==> src/rtl/csd_params.svh <==
// address map, field positions, reset values and timing counts of the clock switch block
`ifndef CSD_PARAMS_SVH
`define CSD_PARAMS_SVH

// ----------------------------------------------------------------
// register addresses
// ----------------------------------------------------------------
`define CSD_ADDR_W          8
`define CSD_ADDR_OSC_LO     8'h00
`define CSD_ADDR_OSC_HI     8'h01
`define CSD_ADDR_DIV        8'h02
`define CSD_ADDR_TRIM       8'h03

// ----------------------------------------------------------------
// field positions
// ----------------------------------------------------------------
`define CSD_DIV_ROI         15
`define CSD_DIV_RATIO_HI    14
`define CSD_DIV_RATIO_LO    12
`define CSD_DIV_RATIO_EN    11
`define CSD_DIV_POST_HI     10
`define CSD_DIV_POST_LO     8
`define CSD_TRIM_HI         5
`define CSD_OSC_CUR_HI      14
`define CSD_OSC_CUR_LO      12
`define CSD_OSC_NEW_HI      10
`define CSD_OSC_NEW_LO      8
`define CSD_OSC_CLKLOCK     7
`define CSD_OSC_IOLOCK      6
`define CSD_OSC_LOCK        5
`define CSD_OSC_FAIL        3
`define CSD_OSC_PRIMARY_OSCILLATOR_SLP    2
`define CSD_OSC_SEC_EN      1
`define CSD_OSC_REQ         0
`define CSD_BYTE_SEL_HI     2
`define CSD_BYTE_SEL_LO     0

// ----------------------------------------------------------------
// keys, reset values, counts
// ----------------------------------------------------------------
`define CSD_KEY_HI_1        8'h78
`define CSD_KEY_HI_2        8'h9a
`define CSD_KEY_LO_1        8'h46
`define CSD_KEY_LO_2        8'h57
`define CSD_POST_RESET      3'h1
`define CSD_POST_DIV256     3'h7
`define CSD_SETTLE_CYCLES   4'ha
`define CSD_SYNC_W          12
`define CSD_INIT_WAIT       2'h3

`endif

==> src/rtl/csd_pkg.sv <==
// types shared by the clock switch and divider block
package csd_pkg;

  // ----------------------------------------------------------------
  // oscillator source codes
  // ----------------------------------------------------------------
  typedef enum logic [2:0] {
    CSD_SRC_FRC      = 3'b000,
    CSD_SRC_FRC_PLL  = 3'b001,
    CSD_SRC_PRI      = 3'b010,
    CSD_SRC_PRI_PLL  = 3'b011,
    CSD_SRC_SEC      = 3'b100,
    CSD_SRC_LOW_POWER_RC_OSCILLATOR     = 3'b101,
    CSD_SRC_RSVD     = 3'b110,
    CSD_SRC_FRC_POST = 3'b111
  } csd_src_type;

  // ----------------------------------------------------------------
  // switch sequencer states
  // ----------------------------------------------------------------
  typedef enum logic [2:0] {
    CSD_ST_IDLE    = 3'b000,
    CSD_ST_COMPARE = 3'b001,
    CSD_ST_WAIT    = 3'b010,
    CSD_ST_SETTLE  = 3'b011,
    CSD_ST_DONE    = 3'b100
  } csd_state_type;

  // ----------------------------------------------------------------
  // oscillator run enables
  // ----------------------------------------------------------------
  typedef struct packed {
    logic fast_rc_oscillator;
    logic pll;
    logic primary;
    logic secondary;
    logic low_power_rc_oscillator;
  } csd_osc_en_type;

endpackage

==> src/rtl/csd_pow2_div.sv <==
// divide-by-2^n enable pulse generator
`timescale 1ns/10ps
module csd_pow2_div
  import csd_pkg::*;
(
  input  wire logic       clk_sys_in,
  input  wire logic       arst_n_in,
  input  wire logic       tick_in,
  input  wire logic [2:0] sel_in,
  output logic            pulse_out
);

  logic [7:0] cnt_reg;
  logic [7:0] cnt_next;
  logic [7:0] limit;
  logic       wrap;

  // limit is 2^n - 1, so code 000 passes every tick
  assign limit    = 8'((9'h001 << sel_in) - 9'h001);
  assign wrap     = cnt_reg >= limit;
  assign cnt_next = wrap ? 8'h00 : 8'(cnt_reg + 8'h01);

  always_ff @(posedge clk_sys_in or negedge arst_n_in) begin
    if (!arst_n_in) begin
      cnt_reg   <= 8'h00;
      pulse_out <= 1'b0;
    end else begin
      pulse_out <= tick_in & wrap;
      if (tick_in) begin
        cnt_reg <= cnt_next;
      end
    end
  end

endmodule

==> src/rtl/csd_clock_switch.sv <==
// clock ratio, fast rc postscale/trim and software oscillator switch sequencer
`timescale 1ns/10ps
`include "csd_params.svh"
module csd_clock_switch
  import csd_pkg::*;
(
  input  wire logic           clk_sys_in,
  input  wire logic           arst_n_in,
  input  wire logic [7:0]     addr_in,
  input  wire logic [15:0]    wdata_in,
  input  wire logic           wr_in,
  input  wire logic           rd_in,
  output logic      [15:0]    rdata_out,
  input  wire logic           irq_in,
  input  wire logic           switch_enable_config_in,
  input  wire logic           fail_monitor_config_in,
  input  wire logic [2:0]     reset_clock_select_config_in,
  input  wire logic [1:0]     primary_submode_config_in,
  input  wire logic           watchdog_enable_in,
  input  wire logic           start_up_timer_done_in,
  input  wire logic           pll_lock_in,
  input  wire logic           clock_fail_in,
  input  wire logic           new_src_clk_in,
  output csd_src_type         sys_src_sel_out,
  output csd_osc_en_type      osc_enable_out,
  output logic      [1:0]     primary_submode_out,
  output logic      [5:0]     fast_rc_trim_value_out,
  output logic                cpu_clk_en_out,
  output logic                fast_rc_post_tick_out,
  output logic                switch_busy_out
);

  // ----------------------------------------------------------------
  // needed oscillators per source code
  // ----------------------------------------------------------------
  function automatic csd_osc_en_type src_needs(input csd_src_type src);
    csd_osc_en_type en;
    en           = '0;
    en.fast_rc_oscillator       = (src == CSD_SRC_FRC) || (src == CSD_SRC_FRC_PLL) || (src == CSD_SRC_FRC_POST);
    en.pll       = (src == CSD_SRC_FRC_PLL) || (src == CSD_SRC_PRI_PLL);
    en.primary   = (src == CSD_SRC_PRI) || (src == CSD_SRC_PRI_PLL);
    en.secondary = (src == CSD_SRC_SEC);
    en.low_power_rc_oscillator      = (src == CSD_SRC_LOW_POWER_RC_OSCILLATOR);
    return en;
  endfunction

  // ----------------------------------------------------------------
  // pin synchronisers
  // ----------------------------------------------------------------
  logic [`CSD_SYNC_W-1:0] sync1_reg;
  logic [`CSD_SYNC_W-1:0] sync2_reg;
  logic [`CSD_SYNC_W-1:0] pins_raw;
  logic                   new_clk_d_reg;

  assign pins_raw = {switch_enable_config_in, fail_monitor_config_in, watchdog_enable_in,
                     start_up_timer_done_in, pll_lock_in, clock_fail_in, new_src_clk_in,
                     reset_clock_select_config_in, primary_submode_config_in};

  always_ff @(posedge clk_sys_in or negedge arst_n_in) begin
    if (!arst_n_in) begin
      sync1_reg     <= '0;
      sync2_reg     <= '0;
      new_clk_d_reg <= 1'b0;
    end else begin
      sync1_reg     <= pins_raw;
      sync2_reg     <= sync1_reg;
      new_clk_d_reg <= sync2_reg[5];
    end
  end

  logic        sw_off_s;
  logic        clock_fail_monitor_cfg_s;
  logic        wdt_s;
  logic        ost_s;
  logic        pll_lock_s;
  logic        clk_fail_s;
  logic        new_clk_rise;
  csd_src_type rst_src_s;
  logic [1:0]  submode_s;
  logic        sw_allowed;
  logic        clock_fail_monitor_on;

  assign sw_off_s     = sync2_reg[11];
  assign clock_fail_monitor_cfg_s   = sync2_reg[10];
  assign wdt_s        = sync2_reg[9];
  assign ost_s        = sync2_reg[8];
  assign pll_lock_s   = sync2_reg[7];
  assign clk_fail_s   = sync2_reg[6];
  assign new_clk_rise = sync2_reg[5] & ~new_clk_d_reg;
  assign rst_src_s    = csd_src_type'(sync2_reg[4:2]);
  assign submode_s    = sync2_reg[1:0];
  assign sw_allowed   = ~sw_off_s;
  assign clock_fail_monitor_on      = ~sw_off_s & ~clock_fail_monitor_cfg_s;

  // ----------------------------------------------------------------
  // register bus decode and unlock keys
  // ----------------------------------------------------------------
  logic       wr_lo;
  logic       wr_hi;
  logic       wr_div;
  logic       wr_trim;
  logic       any_acc;
  logic [7:0] wbyte;
  logic [1:0] hi_key_reg;
  logic [1:0] hi_key_next;
  logic [1:0] lo_key_reg;
  logic [1:0] lo_key_next;
  logic       hi_ok;
  logic       lo_ok;

  assign wr_lo   = wr_in && (addr_in == `CSD_ADDR_OSC_LO);
  assign wr_hi   = wr_in && (addr_in == `CSD_ADDR_OSC_HI);
  assign wr_div  = wr_in && (addr_in == `CSD_ADDR_DIV);
  assign wr_trim = wr_in && (addr_in == `CSD_ADDR_TRIM);
  assign any_acc = wr_in | rd_in;
  assign wbyte   = wdata_in[7:0];
  assign hi_ok   = wr_hi && (hi_key_reg == `CSD_BYTE_SEL_HI);
  assign lo_ok   = wr_lo && (lo_key_reg == `CSD_BYTE_SEL_HI);

  // any access other than the next key step drops the unlock
  assign hi_key_next = !any_acc ? hi_key_reg :
                       (wr_hi && hi_key_reg == 2'h1 && wbyte == `CSD_KEY_HI_2) ? 2'h2 :
                       (wr_hi && hi_key_reg != 2'h2 && wbyte == `CSD_KEY_HI_1) ? 2'h1 :
                       2'h0;
  assign lo_key_next = !any_acc ? lo_key_reg :
                       (wr_lo && lo_key_reg == 2'h1 && wbyte == `CSD_KEY_LO_2) ? 2'h2 :
                       (wr_lo && lo_key_reg != 2'h2 && wbyte == `CSD_KEY_LO_1) ? 2'h1 :
                       2'h0;

  // ----------------------------------------------------------------
  // divider and trim registers
  // ----------------------------------------------------------------
  logic       roi_reg;
  logic [2:0] ratio_sel_reg;
  logic       ratio_en_reg;
  logic       ratio_en_next;
  logic [2:0] post_sel_reg;
  logic [5:0] trim_reg;
  logic [2:0] cpu_ratio;
  logic       post_half_reg;
  logic       post_tick;

  // recover-on-interrupt beats a same-cycle write setting the enable
  assign ratio_en_next = (roi_reg && irq_in) ? 1'b0 :
                         wr_div ? wdata_in[`CSD_DIV_RATIO_EN] : ratio_en_reg;
  assign cpu_ratio     = ratio_en_reg ? ratio_sel_reg : 3'h0;
  // code 111 divides by 256, not 128: halve the tick, reuse the 2^7 counter
  assign post_tick     = osc_enable_out.fast_rc_oscillator & ((post_sel_reg != `CSD_POST_DIV256) | post_half_reg);

  always_ff @(posedge clk_sys_in or negedge arst_n_in) begin
    if (!arst_n_in) begin
      roi_reg       <= 1'b0;
      ratio_sel_reg <= 3'h0;
      ratio_en_reg  <= 1'b0;
      post_sel_reg  <= `CSD_POST_RESET;
      trim_reg      <= 6'h00;
      post_half_reg <= 1'b0;
    end else begin
      ratio_en_reg  <= ratio_en_next;
      post_half_reg <= osc_enable_out.fast_rc_oscillator & ~post_half_reg;
      if (wr_div) begin
        roi_reg       <= wdata_in[`CSD_DIV_ROI];
        ratio_sel_reg <= wdata_in[`CSD_DIV_RATIO_HI:`CSD_DIV_RATIO_LO];
        post_sel_reg  <= wdata_in[`CSD_DIV_POST_HI:`CSD_DIV_POST_LO];
      end
      if (wr_trim) begin
        trim_reg <= wdata_in[`CSD_TRIM_HI:0];
      end
    end
  end

  csd_pow2_div u_cpu_div (
    .clk_sys_in (clk_sys_in),
    .arst_n_in  (arst_n_in),
    .tick_in    (1'b1),
    .sel_in     (cpu_ratio),
    .pulse_out  (cpu_clk_en_out)
  );

  // postscaler only advances while the fast rc is running
  csd_pow2_div u_post_div (
    .clk_sys_in (clk_sys_in),
    .arst_n_in  (arst_n_in),
    .tick_in    (post_tick),
    .sel_in     (post_sel_reg),
    .pulse_out  (fast_rc_post_tick_out)
  );

  // ----------------------------------------------------------------
  // oscillator control register and switch sequencer
  // ----------------------------------------------------------------
  csd_state_type state_reg;
  csd_state_type state_next;
  csd_src_type   cur_reg;
  csd_src_type   new_reg;
  csd_src_type   tgt_reg;
  logic          req_reg;
  logic          clklock_reg;
  logic          iolock_reg;
  logic          lock_reg;
  logic          fail_reg;
  logic          primary_oscillator_slp_reg;
  logic          sec_en_reg;
  logic [3:0]    settle_reg;
  logic [1:0]    init_reg;
  logic          init_done;
  logic          redundant;
  logic          src_ready;
  logic          settled;
  logic          req_set;
  logic          locked_out;
  csd_osc_en_type keep_en;

  assign init_done  = (init_reg == `CSD_INIT_WAIT);
  assign locked_out = clock_fail_monitor_on && clklock_reg;
  assign req_set    = lo_ok && wbyte[`CSD_OSC_REQ] && sw_allowed && !locked_out;
  // reserved code is treated like a redundant request
  assign redundant  = (new_reg == cur_reg) || (new_reg == CSD_SRC_RSVD);
  assign src_ready  = (!src_needs(tgt_reg).primary || ost_s) &&
                      (!src_needs(tgt_reg).pll || pll_lock_s);
  assign settled    = (settle_reg == `CSD_SETTLE_CYCLES);

  // old source always kept; low power rc added for watchdog or monitor, secondary for its enable
  always_comb begin
    keep_en           = src_needs(cur_reg);
    keep_en.low_power_rc_oscillator      = keep_en.low_power_rc_oscillator | wdt_s | clock_fail_monitor_on;
    keep_en.secondary = keep_en.secondary | sec_en_reg;
  end

  always_comb begin
    state_next = state_reg;
    unique case (state_reg)
      CSD_ST_IDLE:    if (req_reg && sw_allowed) state_next = CSD_ST_COMPARE;
      CSD_ST_COMPARE: state_next = redundant ? CSD_ST_IDLE : CSD_ST_WAIT;
      CSD_ST_WAIT:    if (src_ready) state_next = CSD_ST_SETTLE;
      CSD_ST_SETTLE:  if (settled) state_next = CSD_ST_DONE;
      CSD_ST_DONE:    state_next = CSD_ST_IDLE;
      default:        state_next = CSD_ST_IDLE;
    endcase
  end

  // sequencer never gates the cpu enable: code runs throughout
  always_ff @(posedge clk_sys_in or negedge arst_n_in) begin
    if (!arst_n_in) begin
      state_reg <= CSD_ST_IDLE;
      settle_reg <= 4'h0;
      tgt_reg <= CSD_SRC_FRC_POST;
    end else begin
      state_reg <= state_next;
      if (state_reg == CSD_ST_COMPARE) begin
        tgt_reg <= new_reg;
      end
      if (state_reg != CSD_ST_SETTLE) begin
        settle_reg <= 4'h0;
      end else if (new_clk_rise && !settled) begin
        settle_reg <= 4'(settle_reg + 4'h1);
      end
    end
  end

  // config is caught once the synchronisers have filled after reset
  always_ff @(posedge clk_sys_in or negedge arst_n_in) begin
    if (!arst_n_in) begin
      init_reg            <= 2'h0;
      cur_reg             <= CSD_SRC_FRC_POST;
      new_reg             <= CSD_SRC_FRC_POST;
      primary_submode_out <= 2'h0;
    end else begin
      if (!init_done) begin
        init_reg <= 2'(init_reg + 2'h1);
      end
      if (init_reg == 2'h2) begin
        cur_reg             <= rst_src_s;
        new_reg             <= rst_src_s;
        primary_submode_out <= submode_s;
      end else if (init_done) begin
        if (hi_ok) begin
          new_reg <= csd_src_type'(wbyte[2:0]);
        end
        if (!sw_allowed) begin
          cur_reg <= rst_src_s;
        end else if (state_reg == CSD_ST_DONE) begin
          cur_reg <= tgt_reg;
        end
      end
    end
  end

  always_ff @(posedge clk_sys_in or negedge arst_n_in) begin
    if (!arst_n_in) begin
      req_reg      <= 1'b0;
      clklock_reg  <= 1'b0;
      iolock_reg   <= 1'b0;
      primary_oscillator_slp_reg <= 1'b0;
      sec_en_reg   <= 1'b0;
    end else begin
      if (!sw_allowed) begin
        req_reg <= 1'b0;
      end else if (req_set) begin
        req_reg <= 1'b1;
      end else if ((state_reg == CSD_ST_COMPARE && redundant) || state_reg == CSD_ST_DONE) begin
        req_reg <= 1'b0;
      end
      if (lo_ok) begin
        clklock_reg  <= clklock_reg | wbyte[`CSD_OSC_CLKLOCK];
        iolock_reg   <= wbyte[`CSD_OSC_IOLOCK];
        primary_oscillator_slp_reg <= wbyte[`CSD_OSC_PRIMARY_OSCILLATOR_SLP];
        sec_en_reg   <= wbyte[`CSD_OSC_SEC_EN];
      end
    end
  end

  // fail flag: monitor event wins over a clear in the same cycle
  always_ff @(posedge clk_sys_in or negedge arst_n_in) begin
    if (!arst_n_in) begin
      lock_reg <= 1'b0;
      fail_reg <= 1'b0;
    end else begin
      if (state_reg == CSD_ST_COMPARE && !redundant) begin
        lock_reg <= 1'b0;
      end else begin
        lock_reg <= pll_lock_s && osc_enable_out.pll;
      end
      if (clock_fail_monitor_on && clk_fail_s) begin
        fail_reg <= 1'b1;
      end else if ((state_reg == CSD_ST_COMPARE && !redundant) ||
                   (lo_ok && !wbyte[`CSD_OSC_FAIL])) begin
        fail_reg <= 1'b0;
      end
    end
  end

  // ----------------------------------------------------------------
  // outputs and read data
  // ----------------------------------------------------------------
  logic [15:0] osc_word;
  logic [15:0] rd_mux;

  assign osc_word = {1'b0, cur_reg, 1'b0, new_reg, clklock_reg, iolock_reg, lock_reg, 1'b0,
                     fail_reg, primary_oscillator_slp_reg, sec_en_reg, req_reg & sw_allowed};
  assign rd_mux   = (addr_in == `CSD_ADDR_OSC_LO || addr_in == `CSD_ADDR_OSC_HI) ? osc_word :
                    (addr_in == `CSD_ADDR_DIV) ? {roi_reg, ratio_sel_reg, ratio_en_reg,
                                                  post_sel_reg, 8'h00} :
                    (addr_in == `CSD_ADDR_TRIM) ? {10'h000, trim_reg} :
                    16'h0000;

  always_ff @(posedge clk_sys_in or negedge arst_n_in) begin
    if (!arst_n_in) begin
      hi_key_reg             <= 2'h0;
      lo_key_reg             <= 2'h0;
      rdata_out              <= 16'h0000;
      sys_src_sel_out        <= CSD_SRC_FRC_POST;
      osc_enable_out         <= '0;
      fast_rc_trim_value_out <= 6'h00;
      switch_busy_out        <= 1'b0;
    end else begin
      hi_key_reg             <= hi_key_next;
      lo_key_reg             <= lo_key_next;
      rdata_out              <= rd_in ? rd_mux : 16'h0000;
      sys_src_sel_out        <= cur_reg;
      fast_rc_trim_value_out <= trim_reg;
      switch_busy_out        <= (state_reg != CSD_ST_IDLE);
      if (state_reg == CSD_ST_WAIT || state_reg == CSD_ST_SETTLE) begin
        osc_enable_out <= keep_en | src_needs(tgt_reg);
      end else if (init_done) begin
        osc_enable_out <= keep_en;
      end
    end
  end

endmodule

==> config.mk <==
export PLATFORM = sky130hd
export DESIGN_NAME = csd_clock_switch
export DESIGN_NICKNAME = d
export VERILOG_FILES = /design/src/rtl/csd_pkg.sv /design/src/rtl/csd_pow2_div.sv /design/src/rtl/csd_clock_switch.sv
export VERILOG_INCLUDE_DIRS = /design/src /design/src/rtl
export SDC_FILE = /design/constraint.sdc
export NUM_CORES = 1
export LEC_CHECK = 0
export BUFFER_PORTS_ARGS = -buffer_cell sky130_fd_sc_hd__buf_4
export CELL_PAD_IN_SITES_DETAIL_PLACEMENT = 1
export CELL_PAD_IN_SITES_GLOBAL_PLACEMENT = 2
export CORE_MARGIN = 3
export CORE_UTILIZATION = 41
export DETAILED_ROUTE_END_ITERATION = 6
export PLACE_DENSITY_LB_ADDON = 0.05
export SLEW_MARGIN = 20
export SYNTH_ARGS = -nofsm -noshare
export SYNTH_HDL_FRONTEND = slang
export SYNTH_HIERARCHICAL = 1
export SYNTH_SLANG_ARGS = --single-unit
==> constraint.sdc <==
create_clock -name clk_sys_in -period 4.2 [get_ports clk_sys_in]
set_input_delay 0.21 -clock clk_sys_in [delete_from_list [all_inputs] [get_ports clk_sys_in]]
set_output_delay 0.21 -clock clk_sys_in [all_outputs]
set_load 0.02 [all_outputs]
==> metrics.md, run 1 <==
| Metric | Value |
|---|---|
| EDFF count, synth | 0 |
| Synth unique cells | 71 |
| Area contributors post-synth | dfrtp_1 (49%), mux2_2 (6.4%), dfstp_2 (6.3%) |
| Worst path top cell family by delay | compound AO/OA/AOI/OAI gates |
| Final Max Tran Viols | 0 |
| Worst path arrival time | 2.67 ns |
| FP Rows | 41 |
| Largest net degree at the start of global routing | 48 |
| Register area share after synthesis | 0.558 |
| Longest Clk Path Bufs | 2 |
| CP max-delay cell | a311o_2 |
| Post-synthesis mux area share | 0.0774 |
| Iteration-0 DRC Markers | 136 |
| Cells after synthesis | 452 |
| DIE WIDTH | 121 µm |
| PortBufs | 75 |
| Fin Setup TNS | 0 ns |
| Clk_lat worst skew | 0.41 ns |
| Power Density | 466 mW/mm² |
| Worst setup EP type | register |
| CTS root buf | clkbuf_16 |
| Outcome | completed |
| Ant diodes | 0 |
| Final hold violations | 0 |
| Vias in the first global route | 4187 |
| CP startpoint | ratio_en_reg$_DFFE_PN0P_ |
| Hold path startpoint | wdata_in[7] |
| Initial Util | 0.424 |
| PnR Total Power | 3.22 mW |
| Layout area overhead | 27.7% |
| Dominant synthesized flop cell | dfrtp_1 |
| Simple-gate share of the synthesized area | 0.158 |
| Clk slew on worst S/H paths | 0.05 ns |
| First-pass DRT Iterations | 4 |
| Drt via density | 5.15 |
| Htree depth | 4 |
| Top cell type's share of synthesized area | 0.495 |
| Post-synth ARST share | 1.00 |
| GPL Wtd Cong | 0.778 |
| Hpwl dp | 9130 µm |
| Seq cells post-synth | 120 |
| Tmin final | 2.39 ns |
| Core Util, Final | 0.541 |
| Routed WL | 12900 µm |
| Post-Synth XOR/XNOR Area | 0.0129 |
| YS warnings | 6 |
| Initial antenna violation count | 0 |
| Setup violators final | 0 |
| Max reg flops | 16 |
| Core Region | 0.0128 mm² |
| Die ar. | 0.0146 mm² |
| Post-CTS Setup Bufs | 0 |
| GRT Residual Overflow | 0 |
| Hold slack | 0.0316 ns |
| Largest area contributor in the netlist | dfrtp_1 |
| First-pass GRT wire length | 21400 µm |
| Fill count | 1334 |
| Rel. slew slack | 0.348 |
| RR Startpoint | ratio_en_reg$_DFFE_PN0P_ |
| Mapped Area | 0.00541 mm² |
| RSZ-0062 raised after global routing | false |
| Final instance area | 0.00691 mm² |
| Final period util | 0.568 |
| Ports | 76 |
| Slowest stage delay, CP | 0.48 ns |
| Syn_area_per_cell | 12.0 µm² |
| # hold bufs at CTS | 14 |
| Placed Area | 0.00618 mm² |
| Worst path bufs/invs | 0 |
| Worst-Margin Slew | 0.974 ns |
| Startpoint types | register |
| TritonCTS clock tree | yes |
| Die height | 121 µm |
| Adder-Cell Fraction of Synth Area | 0.0508 |
| MaxCap Viol Count | 0 |
| Post-CTS resize count | 0 |
| Critical Path, Cell by Cell | and2_1 > or3_1 > ha_1 > and3_1 > o21ai_1 > a311o_2 > a31oi_1 > o22ai_1 |
| Critical-path maximum fanout | 7 |
| LEAKAGE | 3.24 nW |
| Req. time, crit path | 4.49 ns |
| Tot GR Track Use | 0.192 |
| Sink Count | 120 |
| Worst min path class | input port to register |
| Number of routed nets with antenna violations | 0 |
| Nets | 619 |
| Layout cells sized above 1 | 0.296 |
| Total number of vias | 3805 |
| Critical path class | register to register |
| Max IR drop VDD | 0.332 mV |
| Total CTS buffers | 17 |
| Main combinational cell family by area after synthesis | simple AND/OR/NAND/NOR gates |
| Worst Skew | 0.00647 ns |
| Routed len/inst | 17.5 µm |
| Post-route DRC | 0 |
| Fmax achieved | 419 MHz |
| Synth Area in Compound Gates | 0.118 |
[worst reg2reg max path, delay by kind of cell (launching register included)]
family / cells / cell delay [ns]
AO/OA/AOI/OAI: 4 / 0.85
adder cells (fa/ha/maj): 1 / 0.28
flip-flops: 1 / 0.40
AND/OR/NAND/NOR: 3 / 0.74
[placed cells by master (no fill, tap or decap), types with 5 or more instances in the layout]
cell type,count
ha_1,22
inv_1,22
dfrtp_1,107
mux2_2,31
nand2b_1,10
nand3_1,16
buf_4,77
nor2_1,21
nor3_1,6
dfstp_2,13
and3_1,5
a31oi_1,7
a22o_1,11
o21ai_0,15
conb_1,7
nand4_1,7
nand2_1,27
o2bb2ai_1,5
mux2i_1,7
dlygate4sd3_1,14
a21oi_1,15
and2_1,9
nor2b_1,10
clkbuf_16,17
[logic make-up (layout without fill, tap and decap cells)]
logic type,count (synthesis),count (layout)
fa+ha+maj,22,22
compound gates,84,84
flops,120,120
buf+inv,32,143
simple gates,145,145
other cells,3,7
xor+xnor,8,8
mux,38,38
[cells in the mapped netlist (6+ instances only)]
master,number
dfrtp_1,107
mux2_2,31
nand2_1,27
ha_1,22
inv_1,22
nor2_1,21
nand3_1,16
a21oi_1,15
o21ai_0,15
dfstp_2,13
a22o_1,11
nand2b_1,10
nor2b_1,10
and2_1,9
a31oi_1,7
mux2i_1,7
nand4_1,7
clkbuf_1,6
nor3_1,6
[layer usage]
layer	up-vias	GRT usage	wire length [µm]
met5	-	0	0
met4	0	0.0687	157
met3	11	0.0615	453
li1	1827	-	-
met1	1905	0.229	5640
met2	62	0.325	6650
[where the power goes]
part	total (mW)	internal, mW	switching [mW]	leakage, nW
registers	1.31	1.24	0.0709	1.53
clock network	1.46	0.970	0.494	0.292
logic	0.453	0.207	0.246	1.42
total	3.22	2.41	0.811	3.24
[path summary, 6_finish.rpt]
check	endpoint	slack, ns	cells past startpoint
worst max-delay path	u_cpu_div/cnt_reg[2]$_DFFE_PN0P_	1.81	8
worst min-delay path	clklock_reg$_DFFE_PN0N_	0.03	2
worst max register to register	u_cpu_div/cnt_reg[2]$_DFFE_PN0P_	1.81	8
worst min register to register	sync2_reg[4]$_DFF_PN0_	0.35	0
max in group asynchronous	init_reg[1]$_DFFE_PN0N_	2.93	3
min in group asynchronous	u_cpu_div/cnt_reg[7]$_DFFE_PN0P_	0.31	2
[area by class of cell]
type	count	area, µm²	share of cell area
Tap cell	172	215	0.0311
Sequential cell	120	3020	0.437
Inverter	22	82.6	0.0119
Clock buffer	22	474	0.0686
Clock inverter	8	121	0.0176
Timing Repair Buffer	91	718	0.104
Multi-Input combinational cell	304	2280	0.330
[per-stage QoR]
stage	std cells	worst slack (ns)
2_1_floorplan	456	2.01
3_3_place_gp	695	1.92
3_5_place_dp	695	1.82
4_1_cts	739	1.80
5_1_grt	739	1.69
6_report	739	1.81
(Power assumes the default switching activity.)
==> run 2: changes to the inputs <==
--- a/config.mk
+++ b/config.mk
@@ -6,11 +6,12 @@
 export SDC_FILE = /design/constraint.sdc
 export NUM_CORES = 1
 export LEC_CHECK = 0
+export ABC_AREA = 1
 export BUFFER_PORTS_ARGS = -buffer_cell sky130_fd_sc_hd__buf_4
 export CELL_PAD_IN_SITES_DETAIL_PLACEMENT = 1
 export CELL_PAD_IN_SITES_GLOBAL_PLACEMENT = 2
 export CORE_MARGIN = 3
-export CORE_UTILIZATION = 41
+export CORE_UTILIZATION = 32
 export DETAILED_ROUTE_END_ITERATION = 6
 export PLACE_DENSITY_LB_ADDON = 0.05
 export SLEW_MARGIN = 20
==> constraint.sdc (replaced) <==
create_clock -name clk_sys_in -period 2 [get_ports clk_sys_in]
set_input_delay 0.1 -clock clk_sys_in [delete_from_list [all_inputs] [get_ports clk_sys_in]]
set_output_delay 0.1 -clock clk_sys_in [all_outputs]
set_load 0.02 [all_outputs]
==> run 2 against run 1 <==
  * Sequential share of layout area is 1.8 points lower
  * Worst hold slack improved by 0.0063 ns
  * Power grew 140%
  * Highest routed layer unchanged
  * Maximum frequency rose by 33%
  * Flip-flop and latch count unchanged
  * Clock skew rose by 0.0010 ns
  * First-iteration DRC count up 50%
==> metrics.md, run 2 <==
| Metric | Value |
|---|---|
| Worst-Margin Slew | 0.610 ns (was 0.974 ns) |
| Top cell type's share of synthesized area | 0.488 (was 0.495) |
| Req. time, crit path | 2.31 ns (was 4.49 ns) |
| Die height | 137 µm (was 121 µm) |
| Tot GR Track Use | 0.173 (was 0.192) |
| GRT Residual Overflow | 0 (unchanged) |
| Nets | 804 (was 619) |
| Total number of vias | 4432 (was 3805) |
| Critical path class | register to register (unchanged) |
| Final period util | 0.900 (was 0.568) |
| First-pass GRT wire length | 25100 µm (was 21400 µm) |
| CTS root buf | clkbuf_16 (unchanged) |
| MaxCap Viol Count | 0 (unchanged) |
| Critical-path maximum fanout | 8 (was 7) |
| First-pass DRT Iterations | 4 (unchanged) |
| Post-synth ARST share | 1.00 (unchanged) |
| Number of routed nets with antenna violations | 0 (unchanged) |
| Worst min path class | input port to register (unchanged) |
| Post-CTS Setup Bufs | 0 (unchanged) |
| Most numerous cell in the Yosys netlist | nand2_1 (was dfrtp_1) |
| Worst setup EP type | register (unchanged) |
| GPL Wtd Cong | 0.813 (was 0.778) |
| Worst path arrival time | 2.11 ns (was 2.67 ns) |
| Htree depth | 4 (unchanged) |
| Power Density | 1060 mW/mm² (was 466 mW/mm²) |
| Vias in the first global route | 4977 (was 4187) |
| Iteration-0 DRC Markers | 204 (was 136) |
| Synth unique cells | 35 (was 71) |
| Ports | 76 (unchanged) |
| Layout area overhead | 31.5% (was 27.7%) |
| Register area share after synthesis | 0.550 (was 0.558) |
| Drt via density | 4.55 (was 5.15) |
| Longest Clk Path Bufs | 2 (unchanged) |
| Initial antenna violation count | 0 (unchanged) |
| Clk_lat worst skew | 0.42 ns (was 0.41 ns) |
| Outcome | completed (unchanged) |
| Dpl cells | 914 (was 695) |
| Fill count | 1956 (was 1334) |
| Startpoint types | register (unchanged) |
| Worst Skew | 0.00752 ns (was 0.00647 ns) |
| Largest net degree at the start of global routing | 43 (was 48) |
| Tmin final | 1.80 ns (was 2.39 ns) |
| DIE WIDTH | 137 µm (was 121 µm) |
| Rel. slew slack | 0.593 (was 0.348) |
| EDFF count, synth | 0 (unchanged) |
| Commonest non-fill, non-tap cells in the layout | nand2_1 (175), dfrtp_1 (107), buf_4 (81) (was dfrtp_1 (107), buf_4 (77), mux2_2 (31)) |
| Clk slew on worst S/H paths | 0.06 ns (was 0.05 ns) |
| Storage element area | 0.00302 mm² (unchanged) |
| Fin Setup TNS | 0 ns (unchanged) |
| LEAKAGE | 3.63 nW (was 3.24 nW) |
| Layout cells sized above 1 | 0.211 (was 0.296) |
| Most common cell after layout, fill and taps aside | nand2_1 (was dfrtp_1) |
| Routed WL | 14600 µm (was 12900 µm) |
| Dominant synthesized flop cell | dfrtp_1 (unchanged) |
| Area contributors post-synth | dfrtp_1 (49%), nand2_1 (12%), dfstp_2 (6.2%) (was dfrtp_1 (49%), mux2_2 (6.4%), dfstp_2 (6.3%)) |
| Fmax achieved | 555 MHz (was 419 MHz) |
| Non-Filler Instances | 974 (was 739) |
| Initial Util | 0.329 (was 0.424) |
| PnR Total Power | 7.68 mW (was 3.22 mW) |
| Largest area contributor in the netlist | dfrtp_1 (unchanged) |
| TritonCTS clock tree | yes (unchanged) |
| Routed len/inst | 15.0 µm (was 17.5 µm) |
| Seq cells post-synth | 120 (unchanged) |
| Post-synth top cells | nand2_1 (175), dfrtp_1 (107), inv_1 (74), nand3_1 (45), nor2_1 (42) (was dfrtp_1 (107), mux2_2 (31), nand2_1 (27), ha_1 (22), inv_1 (22)) |
| Die ar. | 0.0188 mm² (was 0.0146 mm²) |
| Max IR drop VDD | 0.591 mV (was 0.332 mV) |
| Final Max Tran Viols | 0 (unchanged) |
| Core Region | 0.0167 mm² (was 0.0128 mm²) |
| Sink Count | 120 (unchanged) |
| Syn_area_per_cell | 8.89 µm² (was 12.0 µm²) |
| YS warnings | 6 (unchanged) |
| Area of the multi-input gates | 0.00213 mm² (was 0.00228 mm²) |
| RSZ-0062 raised after global routing | false (unchanged) |
| Hpwl dp | 11000 µm (was 9130 µm) |
| Core Util, Final | 0.432 (was 0.541) |
| Setup violators final | 0 (unchanged) |
| Cells after synthesis | 617 (was 452) |
| FP Rows | 47 (was 41) |
| Total CTS buffers | 17 (unchanged) |
| Post-route DRC | 0 (unchanged) |
| PortBufs | 75 (unchanged) |
| Max reg flops | 16 (unchanged) |
| Mapped Area | 0.00549 mm² (was 0.00541 mm²) |
| Final hold violations | 0 (unchanged) |
| Ant diodes | 0 (unchanged) |
[run 2: path summary, 6_finish.rpt]
path                                     startpoint                               end  slack, ns  cells past startpoint
hold reg to reg              sync1_reg[7]$_DFF_PN0_            sync2_reg[7]$_DFF_PN0_       0.35                      0
setup / recovery           ratio_en_reg$_DFFE_PN0P_  u_cpu_div/cnt_reg[7]$_DFFE_PN0P_       0.20                     14
min in group asynchronous                 arst_n_in  u_cpu_div/cnt_reg[2]$_DFFE_PN0P_       0.22                      2
max in group asynchronous                 arst_n_in      sys_src_sel_out[1]$_DFF_PN1_       1.00                      3
setup reg to reg           ratio_en_reg$_DFFE_PN0P_  u_cpu_div/cnt_reg[7]$_DFFE_PN0P_       0.20                     14
hold / removal                          wdata_in[2]         hi_key_reg[0]$_DFFE_PN0P_       0.04                      4
[run 2: where the power goes]
group / leakage [nW] / switching (mW) / internal (mW)
sequential: 1.52 / 0.264 / 2.78
clock: 0.281 / 1.21 / 1.77
combinational: 1.83 / 1.03 / 0.613
total: 3.63 / 2.51 / 5.17
[run 2: worst max-delay path: stages (launching register included)]
cell,delay (ns)
dfrtp_1,0.42
nand2_1,0.08
inv_1,0.10
nor2_1,0.12
nand2_1,0.06
ha_1,0.27
nand2_1,0.06
nor2_1,0.08
nor2_1,0.04
nand2_1,0.05
nand2_1,0.05
nand2_2,0.16
nand2_1,0.09
nand2_1,0.07
inv_1,0.04
[run 2: cell families after synthesis]
kind of cell    count (synthesis)  share of synthesized area
flops                         120                      0.550
buf+inv                        85                     0.0634
xor+xnor                        8                     0.0128
other cells                     3                    0.00205
fa+ha+maj                      22                     0.0502
mux                             1                    0.00182
simple gates                  303                      0.246
compound gates                 75                     0.0741
[run 2: final cells by class]
type	instances	share of cell area
Timing Repair Buffer	110	0.126
Multi-Input combinational cell	413	0.296
Sequential cell	120	0.418
Clock inverter	14	0.0198
Tap cell	220	0.0382
Clock buffer	18	0.0609
Inverter	79	0.0411
[run 2: timing repair]
item	in CTS	in global routing
endpoints found under the hold margin	57	0
gates resized for setup	0	3
endpoints found under the setup margin	0	2
hold buffers	28	0
[run 2: per-layer routing]
metal	track usage	up-vias	share of wire
li1	-	2219	-
met1	0.218	2129	0.46
met2	0.294	69	0.49
met3	0.0404	15	0.041
met4	0.0521	0	0.013
met5	0	-	0
[run 2: stage by stage]
| step | cell area, µm² | hold slack [ns] | setup slack, ns |
|---|---|---|---|
| floorplan | 5490 | -0.196 | 0.446 |
| global placement | 6340 | 0.141 | 0.305 |
| detailed placement | 6340 | 0.149 | 0.205 |
| CTS | 7210 | 0.0225 | 0.181 |
| global route | 7210 | 0.0311 | 0.00167 |
| finish | 7210 | 0.0378 | 0.200 |
